`src/verilog/pdh_pkg.sv`:
```
// Package for the power-down hold block: timing constants and pin group types.
// Assumes a single 25 MHz system clock.
package pdh_pkg;
	localparam int CLK_MHZ       = 25;
	localparam int CLK_PERIOD_NS = 1000 / CLK_MHZ;
	// Slowest-grade ignore delay after the power-down pin rises, longest time
	localparam int IGNORE_NS     = 35;
	localparam int IGNORE_CYC_R  = (IGNORE_NS / CLK_PERIOD_NS);
	localparam int IGNORE_CYC    = (IGNORE_CYC_R < 1) ? 1 : IGNORE_CYC_R;
	// Resume time after the pin falls, longest time
	localparam int RESUME_US     = 1;
	localparam int RESUME_CYC_R  = (RESUME_US * 1000) / CLK_PERIOD_NS;
	localparam int RESUME_CYC    = (RESUME_CYC_R < 1) ? 1 : RESUME_CYC_R;
	localparam int CNT_W         = 6;
	localparam logic [CNT_W-1:0] CNT_ZERO = 6'h00;
	localparam logic [CNT_W-1:0] CNT_ONE  = 6'h01;

	typedef enum {ST_RUN, ST_HOLD, ST_RESUME} pdh_state_type;

	typedef struct packed {
		logic [7:0] data;
		logic [7:0] oe;
	} pdh_pins_type;
endpackage

```
`src/verilog/pdh_hold.sv`:
```
// Power-down hold logic: freezes the user-side pin group while power-down is asserted.
// Assumes inputs synchronous to clock; user logic behind it honours the run enable.
//
// How it works
// - Pin high enters power-down when option set
// - Outputs and internal state held during power-down
// - Tristated outputs stay tristated while held
// - All inputs except power pin blocked
// - Pin hold latches keep last input level
// - Enable is a static parameter, fixed
// - Power pin not passed as array input
// - Inputs ignored within one cycle of rise
// - Inputs and outputs valid within 1 us; here they update 27 cycles (1080 ns) after the pin falls
// - Clocks and enables recognised within 1 us; here from the 27th edge (1080 ns) after the pin falls
`timescale 1ns/1ps
module pdh_hold
	import pdh_pkg::*;
#(
	parameter bit PD_ENABLE = 1'b1
) (
	input  wire logic         clock,          // System clock
	input  wire logic         rst,            // Async reset, high
	input  wire logic         power_down_pin, // Power-down control pin
	input  wire pdh_pins_type core_out,       // Outputs and enables from user logic
	input  wire logic [7:0]   pin_in,         // Dedicated and I/O pin inputs
	input  wire logic         pin_clk_en,     // Clock enable from pins or terms
	output pdh_pins_type      pad_out,        // Held outputs and enables to pads
	output logic [7:0]        core_in,        // Held inputs to user logic
	output logic              core_clk_en,    // Clock enable reaching user registers
	output logic              array_pd_in,    // Power pin as array input
	output logic              powered_down    // Power-down state
);
	pdh_state_type   state_q;
	logic [CNT_W-1:0] cnt_q;
	pdh_pins_type    pad_q;
	logic [7:0]      in_q;
	logic            run;
	logic            pd_req;

	assign pd_req = PD_ENABLE && power_down_pin;

	always_ff @(posedge clock or posedge rst) begin
		if (rst) begin
			state_q <= ST_RUN;
			cnt_q   <= CNT_ZERO;
		end else begin
			case (state_q)
				ST_RUN: begin
					if (pd_req) begin
						state_q <= ST_HOLD;
					end
				end
				ST_HOLD: begin
					if (!pd_req) begin
						state_q <= ST_RESUME;
						cnt_q   <= CNT_ZERO;
					end
				end
				ST_RESUME: begin
					if (pd_req) begin
						state_q <= ST_HOLD;
					end else if (cnt_q == CNT_W'(RESUME_CYC - 1)) begin
						state_q <= ST_RUN;
					end else begin
						cnt_q <= cnt_q + CNT_ONE;
					end
				end
				default: state_q <= ST_RUN;
			endcase
		end
	end

	// Run only when pd_req is low and the resume window has finished
	assign run = (state_q == ST_RUN) && !pd_req;

	always_ff @(posedge clock or posedge rst) begin
		if (rst) begin
			pad_q <= '0;
		end else if (run) begin
			pad_q <= core_out;
		end
	end

	always_ff @(posedge clock or posedge rst) begin
		if (rst) begin
			in_q <= 8'h00;
		end else if (run) begin
			in_q <= pin_in;
		end
	end

	assign pad_out      = pad_q;
	assign core_in      = in_q;
	assign core_clk_en  = run && pin_clk_en;
	assign array_pd_in  = PD_ENABLE ? 1'b0 : power_down_pin;
	assign powered_down = (state_q != ST_RUN);
endmodule

```
`config.mk`:
```
export PLATFORM = sky130hd
export DESIGN_NAME = pdh_hold
export DESIGN_NICKNAME = d
export VERILOG_FILES = /design/src/verilog/pdh_pkg.sv /design/src/verilog/pdh_hold.sv
export SDC_FILE = /design/constraint.sdc
export NUM_CORES = 1
export LEC_CHECK = 0
export ABC_AREA = 1
export BUFFER_PORTS_ARGS = -buffer_cell sky130_fd_sc_hd__buf_2
export CAP_MARGIN = 20
export CORE_UTILIZATION = 48
export DETAILED_ROUTE_END_ITERATION = 16
export PLACE_DENSITY_LB_ADDON = 0.05
export SETUP_SLACK_MARGIN = 0.1
export SLEW_MARGIN = 40
export SYNTH_ARGS = -nofsm -noshare
export SYNTH_HDL_FRONTEND = slang
export SYNTH_SLANG_ARGS = --single-unit
```
`constraint.sdc`:
```
create_clock -name clock -period 1.5 [get_ports clock]
set_input_delay 0.3 -clock clock [delete_from_list [all_inputs] [get_ports clock]]
set_output_delay 0.3 -clock clock [all_outputs]
set_load 0.02 [all_outputs]
```
==> summary.md, run 1 <==
| Metric | Value |
|---|---|
| Largest net degree at the start of global routing | `33` |
| First-pass GRT wire length | `4530 um` |
| Buffers on Ports | `between 50 and 60` |
| Max IR drop VDD | `around 0.73 mV` |
| Layout fillers | `approximately 220` |
| Pwr Density | `1240 nW/um^2` |
| Overall die width | `57.4 um` |
| ANT cells | `0` |
| Final period util | `1.00` |
| Netlist Area Pre-Place | `roughly 1500 sq um` |
| Critical Path Source Type | `flop` |
| Post-detail-place hpwl | `between 1500 and 2000 um` |
| CTS tree | `built` |
| Crit path DAT | `about 1.2 ns` |
| Worst hold margin | `~0.04 ns` |
| Syn Nets | `roughly 150` |
| Clock Latency Late Sink | `between 0.3 and 0.4 ns` |
| Die H | `approximately 57 um` |
| Final Cell Area | `1910 sq um` |
| Post-synth top area share | `0.543` |
| Clk slew on worst S/H paths | `around 0.090 ns` |
| Area grow syn2layout | `29.5%` |
| Vias in the first global route | `around 1000` |
| Yosys warns | `0` |
| Cell taking the most area after synthesis | `dfrtp_1` |
| Pleak | `approximately 1.0 nW` |
| CTS root buf | `clkbuf_4` |
| CP Launch Point | `state_q[1]$_DFFE_PP0P_` |
| CP max FO | `2` |
| FF+latch count, synth | `32` |
| Ranking of synthesized cells by area | `dfrtp_1, mux2_4, nand2_1, mux2_2, inv_1` |
| Starting Density | `0.521` |
| Nets@finish | `between 200 and 250` |
| Failing checks | `DRC, setup timing` |
| Gpl congestion | `0.737` |
| Final Max Slew Viols | `0` |
| Post-route DRC | `6` |
| Synth cell types | `22` |
| Ratio of routed vias to standard cells | `between 4 and 5` |
| Setup violators final | `2` |
| Core Rows | `19` |
| Clock skew | `approximately 0.004 ns` |
| Kind of end point of the critical path | `output pin` |
| Syn Inst Count | `118` |
| Max Cap Viol | `0` |
| Total power draw | `2.37 mW` |
| Hold Crit Class | `in -> async` |
| Fmax achieved | `around 670 MHz` |
| Area after DPL | `approximately 1800 sq um` |
| Avg Cell Area, Syn | `12.5 sq um` |
| Final ANT Viol Nets | `0` |
| H-tree depth | `2` |
| Status | `finished with violations` |
| Total grt overflow | `0` |
| # hold bufs at CTS | `0` |
| RSZ-0062 raised after global routing | `yes` |
| Pre-Repair DR Iteration Count | `10` |
| Layout cells sized above 1 | `0.567` |
| Post-layout min period | `about 1.5 ns` |
| Worst path required time | `1.20 ns` |
| Initial antenna violation count | `0` |
| Routed WL | `about 2600 um` |
| Core footprint | `between 2000 and 3000 sq um` |
| Hold Vio Cnt, Final | `0` |
| Wire per inst | `12.5 um` |
| FF/Latch Area | `around 800 sq um` |
| Max Buffers Root-to-Sink | `2` |
| Launch point of the worst reg-to-reg path | `state_q[1]$_DFFE_PP0P_` |
| GRT Total Usage | `0.186` |
| Commonest non-fill, non-tap cells in the layout | `buf_2, dfrtp_1, mux2_4` |
| Setup ws final | `-0.00320 ns` |
| Post-synthesis sequential area ratio | `0.543` |
| CTS sink count | `32` |
| Cts bufs inserted | `5` |
| Area of the multi-input gates | `just over 600 sq um` |
| Post-route setup TNS | `-0.00499 ns` |
| Die area | `3300 sq um` |
| IO Count | `55` |
| Crit Path Category | `reg -> out` |
| Detailed router's first-iteration violation count | `30` |
| Commonest non-fill, non-tap cell in the layout | `buf_2` |
| Vias post-DR | `about 1000` |
-- state kept, by name, indices dropped and copies added, names as in the netlist --
signal / cells
state_q: 2
core_in: 8
cnt_q: 6
pad_out: 16
-- critical path, cell delays in order (launching register included) --
cell	delay [ns]
dfrtp_1	0.42
nor2_4	0.19
nand2_8	0.07
nor2_4	0.08
buf_6	0.11
-- cell families (layout without fill, tap and decap cells) --
group                    after synthesis  after routing  synth area share
multiplexers                          24             24             0.232
AO/OA/AOI/OAI                          8              8            0.0348
flip-flops                            32             32             0.543
other                                  1              1           0.00254
adder cells (fa/ha/maj)                2              2            0.0170
AND/OR/NAND/NOR                       36             36             0.115
buffers and inverters                 15             77            0.0560
-- Yosys cell counts --
master / number
nand2_2: 1
or2_2: 1
ha_1: 2
nand2_4: 1
mux2_2: 5
nand3_1: 4
o21ai_1: 3
nor2_4: 1
o21ai_0: 1
nand2_1: 18
inv_2: 1
inv_1: 10
buf_4: 1
o21ai_2: 3
dfrtp_1: 32
buf_6: 3
nand4_1: 2
nand3b_1: 1
conb_1: 1
mux2_4: 19
a21oi_1: 1
nor2_1: 7
-- path summary, 6_finish.rpt --
path / endpoint / slack, ns / cells after the start
setup reg to reg: pad_out[15]$_DFFE_PP0P_ / 0.08 / 5
setup / recovery: core_clk_en / -0.003 / 4
min in group clock: pad_out[1]$_DFFE_PP0P_ / 0.20 / 2
max in group asynchronous: state_q[0]$_DFFE_PP0P_ / 1.15 / 3
hold / removal: core_in[6]$_DFFE_PP0P_ / 0.04 / 3
hold reg to reg: core_in[4]$_DFFE_PP0P_ / 0.51 / 1
-- timing repair --
item	in CTS	in global routing
endpoints found under the hold margin	0	0
pin swaps	1	1
endpoints found under the setup margin	2	22
setup buffers	4	0
gates resized for setup	9	5
-- metal layers --
| layer | vias to the layer above | track usage | part of all wire | routed length (um) |
|---|---|---|---|---|
| li1 | 510 | - | - | - |
| met1 | 487 | 0.217 | 0.45 | 1170 |
| met2 | 40 | 0.307 | 0.47 | 1230 |
| met3 | 2 | 0.0680 | 0.078 | 204 |
| met4 | 0 | 0.0836 | 0.0095 | 25 |
| met5 | - | 0 | 0 | 0 |
-- stage by stage --
stage	instances	utilization	worst slack, ns
3_5_place_dp	200	0.624	0.134
5_1_grt	211	0.675	-0.0699
4_1_cts	211	0.669	-0.0130
2_1_floorplan	118	-	0.110
3_3_place_gp	200	0.624	0.183
6_report	211	0.675	-0.00320
-- layout make-up --
cell class / instances / share of cell area
clock buffers: 7 / 0.0341
inverters: 11 / 0.0229
multi-input cells: 71 / 0.323
flip-flops and latches: 32 / 0.420
well taps: 31 / 0.0203
repair buffers: 59 / 0.180
-- where the power goes --
part           internal, mW  switching, mW  leakage [nW]  total, mW
logic                 0.352          0.379         0.579      0.732
clock network         0.266          0.275        0.0374      0.541
registers              1.01         0.0820         0.389       1.09
total                  1.63          0.737          1.01       2.37
No activity file was read; power rests on OpenSTA's default activity.
==> inputs of run 2 (changes only) <==
--- a/config.mk
+++ b/config.mk
@@ -8,6 +8,7 @@
 export ABC_AREA = 1
 export BUFFER_PORTS_ARGS = -buffer_cell sky130_fd_sc_hd__buf_2
 export CAP_MARGIN = 20
+export CORE_ASPECT_RATIO = 0.75
 export CORE_UTILIZATION = 48
 export DETAILED_ROUTE_END_ITERATION = 16
 export PLACE_DENSITY_LB_ADDON = 0.05
==> run 2 against run 1 <==
Net effect:
- the flow now finishes without violations
- sequential power hardly changed
- first-iteration DRC count rose by 140%
- final area grew 2.9%
- total power rose by 11%
- register-to-register slack got worse by 0.02 ns
- hold slack improved by 0.070 ns
- clock power grew 47%
- clock skew increased by 0.0011 ns
- sequential cell count unchanged
- largest cell class unchanged
- largest power group unchanged
==> summary.md, run 2 (same netlist as run 1, synthesis figures left out) <==
| Metric | Value |
|---|---|
| Hold Vio Cnt, Final | `0 (unchanged)` |
| Pleak | `1.03 nW (+2.5%)` |
| Worst hold margin | `0.110 ns (+0.0705 ns)` |
| Post-detail-place hpwl | `1980 um (+7.9%)` |
| Max FFs per register | `16 (unchanged)` |
| Final Max Slew Viols | `0 (unchanged)` |
| Largest net degree at the start of global routing | `33 (unchanged)` |
| GRT Total Usage | `0.201 (+0.0143)` |
| Critical Path Source Type | `flop` |
| CP max FO | `2 (unchanged)` |
| Vias post-DR | `1051 (+1.2%)` |
| Die area | `3300 sq um (about the same)` |
| Buffers on Ports | `53 (unchanged)` |
| Fmax achieved | `689 MHz (+3.5%)` |
| Commonest non-fill, non-tap cells in the layout | `buf_2, dfrtp_1, mux2_4` |
| First-pass GRT wire length | `4710 um (+4.1%)` |
| Worst path required time | `1.20 ns (about the same)` |
| Total grt overflow | `0 (unchanged)` |
| CTS sink count | `32 (unchanged)` |
| Total power draw | `2.64 mW (+11%)` |
| Final period util | `0.968 (-0.0341)` |
| Clk slew on worst S/H paths | `0.06 ns (-0.03 ns)` |
| H-tree depth | `2 (unchanged)` |
| R2R cell count | `5 (unchanged)` |
| R2r setup slk | `0.06 ns (-0.02 ns)` |
| Met3 GRT Util | `0.0648 (-0.00321)` |
| Vias in the first global route | `1003 (-3.1%)` |
| Gpl congestion | `0.724 (-1.7%)` |
| Crit path DAT | `1.15 ns (-0.05 ns)` |
| CTS tree | `built` |
| Crit Path Category | `reg -> out` |
| Critical Path End | `core_clk_en` |
| Final ANT Viol Nets | `0 (unchanged)` |
| Core footprint | `2940 sq um (+3.8%)` |
| RR Endpoint | `pad_out[13]$_DFFE_PP0P_` |
| Post-route setup TNS | `0 ns (+0.00499 ns)` |
| Area grow syn2layout | `33.4%` |
| Layout cells sized above 1 | `0.560 (-0.00688)` |
| Max Buffers Root-to-Sink | `2 (unchanged)` |
| GR Util met2 | `0.298 (-0.00969)` |
| Routed WL | `2910 um (+11%)` |
| RSZ-0062 raised after global routing | `yes` |
| CP Launch Point | `state_q[1]$_DFFE_PP0P_` |
| Ratio of routed vias to standard cells | `4.73 (-3.9%)` |
| Die H | `50.0 um (-13%)` |
| Overall die width | `66.0 um (+15%)` |
| Kind of end point of the critical path | `output pin` |
| Clock skew | `0.00513 ns (+0.00110 ns)` |
| Initial antenna violation count | `0 (unchanged)` |
| Post-layout min period | `1.45 ns (-0.0512 ns)` |
| Starting Density | `0.502 (-0.0189)` |
| Nets@finish | `213 (+1.4%)` |
| Status | `completed` |
| Commonest non-fill, non-tap cell in the layout | `buf_2` |
| Clock Latency Late Sink | `0.28 ns (-0.04 ns)` |
| Met1 usage | `0.278 (+0.0613)` |
| Max Cap Viol | `0 (unchanged)` |
| Detailed router's first-iteration violation count | `71 (+140%)` |
| Wire per inst | `13.1 um (+5.1%)` |
| Hold Crit Class | `in -> async` |
| Busiest grt layer | `met2` |
| IO Count | `55 (unchanged)` |
| Core Rows | `17 (-2)` |
| Post-route DRC | `0 (-6)` |
| Launch point of the worst reg-to-reg path | `state_q[1]$_DFFE_PP0P_` |
| Pre-Repair DR Iteration Count | `4 (-6)` |
| Max IR drop VDD | `0.748 mV (+2.6%)` |
| Pwr Density | `1340 nW/um^2 (+8.2%)` |
| CTS root buf | `clkbuf_8` |
| ANT cells | `0 (unchanged)` |
| Cts bufs inserted | `5 (unchanged)` |
| Setup violators final | `0 (-2)` |
run 2: changes by cell type in the layout (fill, tap and decap cells not counted), moves of 2 or more:
cell      before  now
clkbuf_8       2    5
nor2_1         4    6
clkbuf_4       5    0
buf_4          3    7
nor2_2         2    0
run 2: layer usage:
layer / part of all wire / up-vias
met5: 0 / -
met4: 0.011 / 0
met3: 0.063 / 5
met2: 0.44 / 37
met1: 0.49 / 496
li1: - / 513
run 2: worst min-delay path by stage:
| stage | to | startpoint | cells after the start |
|---|---|---|---|
| 2_1_floorplan | cnt_q[0]$_DFFE_PP0P_ | rst | 1 |
| 3_3_place_gp | pad_out[8]$_DFFE_PP0P_ | rst | 3 |
| 3_5_place_dp | pad_out[3]$_DFFE_PP0P_ | rst | 3 |
| 4_1_cts | cnt_q[3]$_DFFE_PP0P_ | rst | 3 |
| 5_1_grt | cnt_q[3]$_DFFE_PP0P_ | rst | 3 |
| 6_report | pad_out[3]$_DFFE_PP0P_ | rst | 3 |
run 2: cell type report:
class / instances / area, sq um
repair buffers: 62 / 353
clock inverters: 2 / 35.0
fillers: 229 / 970
well taps: 38 / 47.5
inverters: 11 / 43.8
clock buffers: 6 / 72.6
multi-input cells: 71 / 612
flip-flops and latches: 32 / 802
run 2: power by group:
group / internal (mW) / switching, mW
clock network: 0.492 / 0.305
logic: 0.354 / 0.384
registers: 1.01 / 0.0870
total: 1.86 / 0.776
run 2: per-stage QoR:
step,utilization,setup WS [ns],area (sq um),cells
floorplan,-,0.110,1470,118
global placement,0.602,0.131,1770,208
detailed placement,0.602,0.0749,1770,208
CTS,0.667,0.0411,1960,222
global route,0.670,0.00241,1970,222
finish,0.670,0.0480,1970,222
run 2: timing repair:
item                       CTS  global route
hold buffers                 0             0
setup endpoints to repair   12            28
pin swaps                    2             1
setup buffers                6             0
gates resized for setup     10             2
run 2: critical path: stages (launching register included):
cell and delay [ns]:
dfrtp_1 0.41, nor2_4 0.19, nand2_8 0.08, nor2_4 0.08, buf_6 0.11
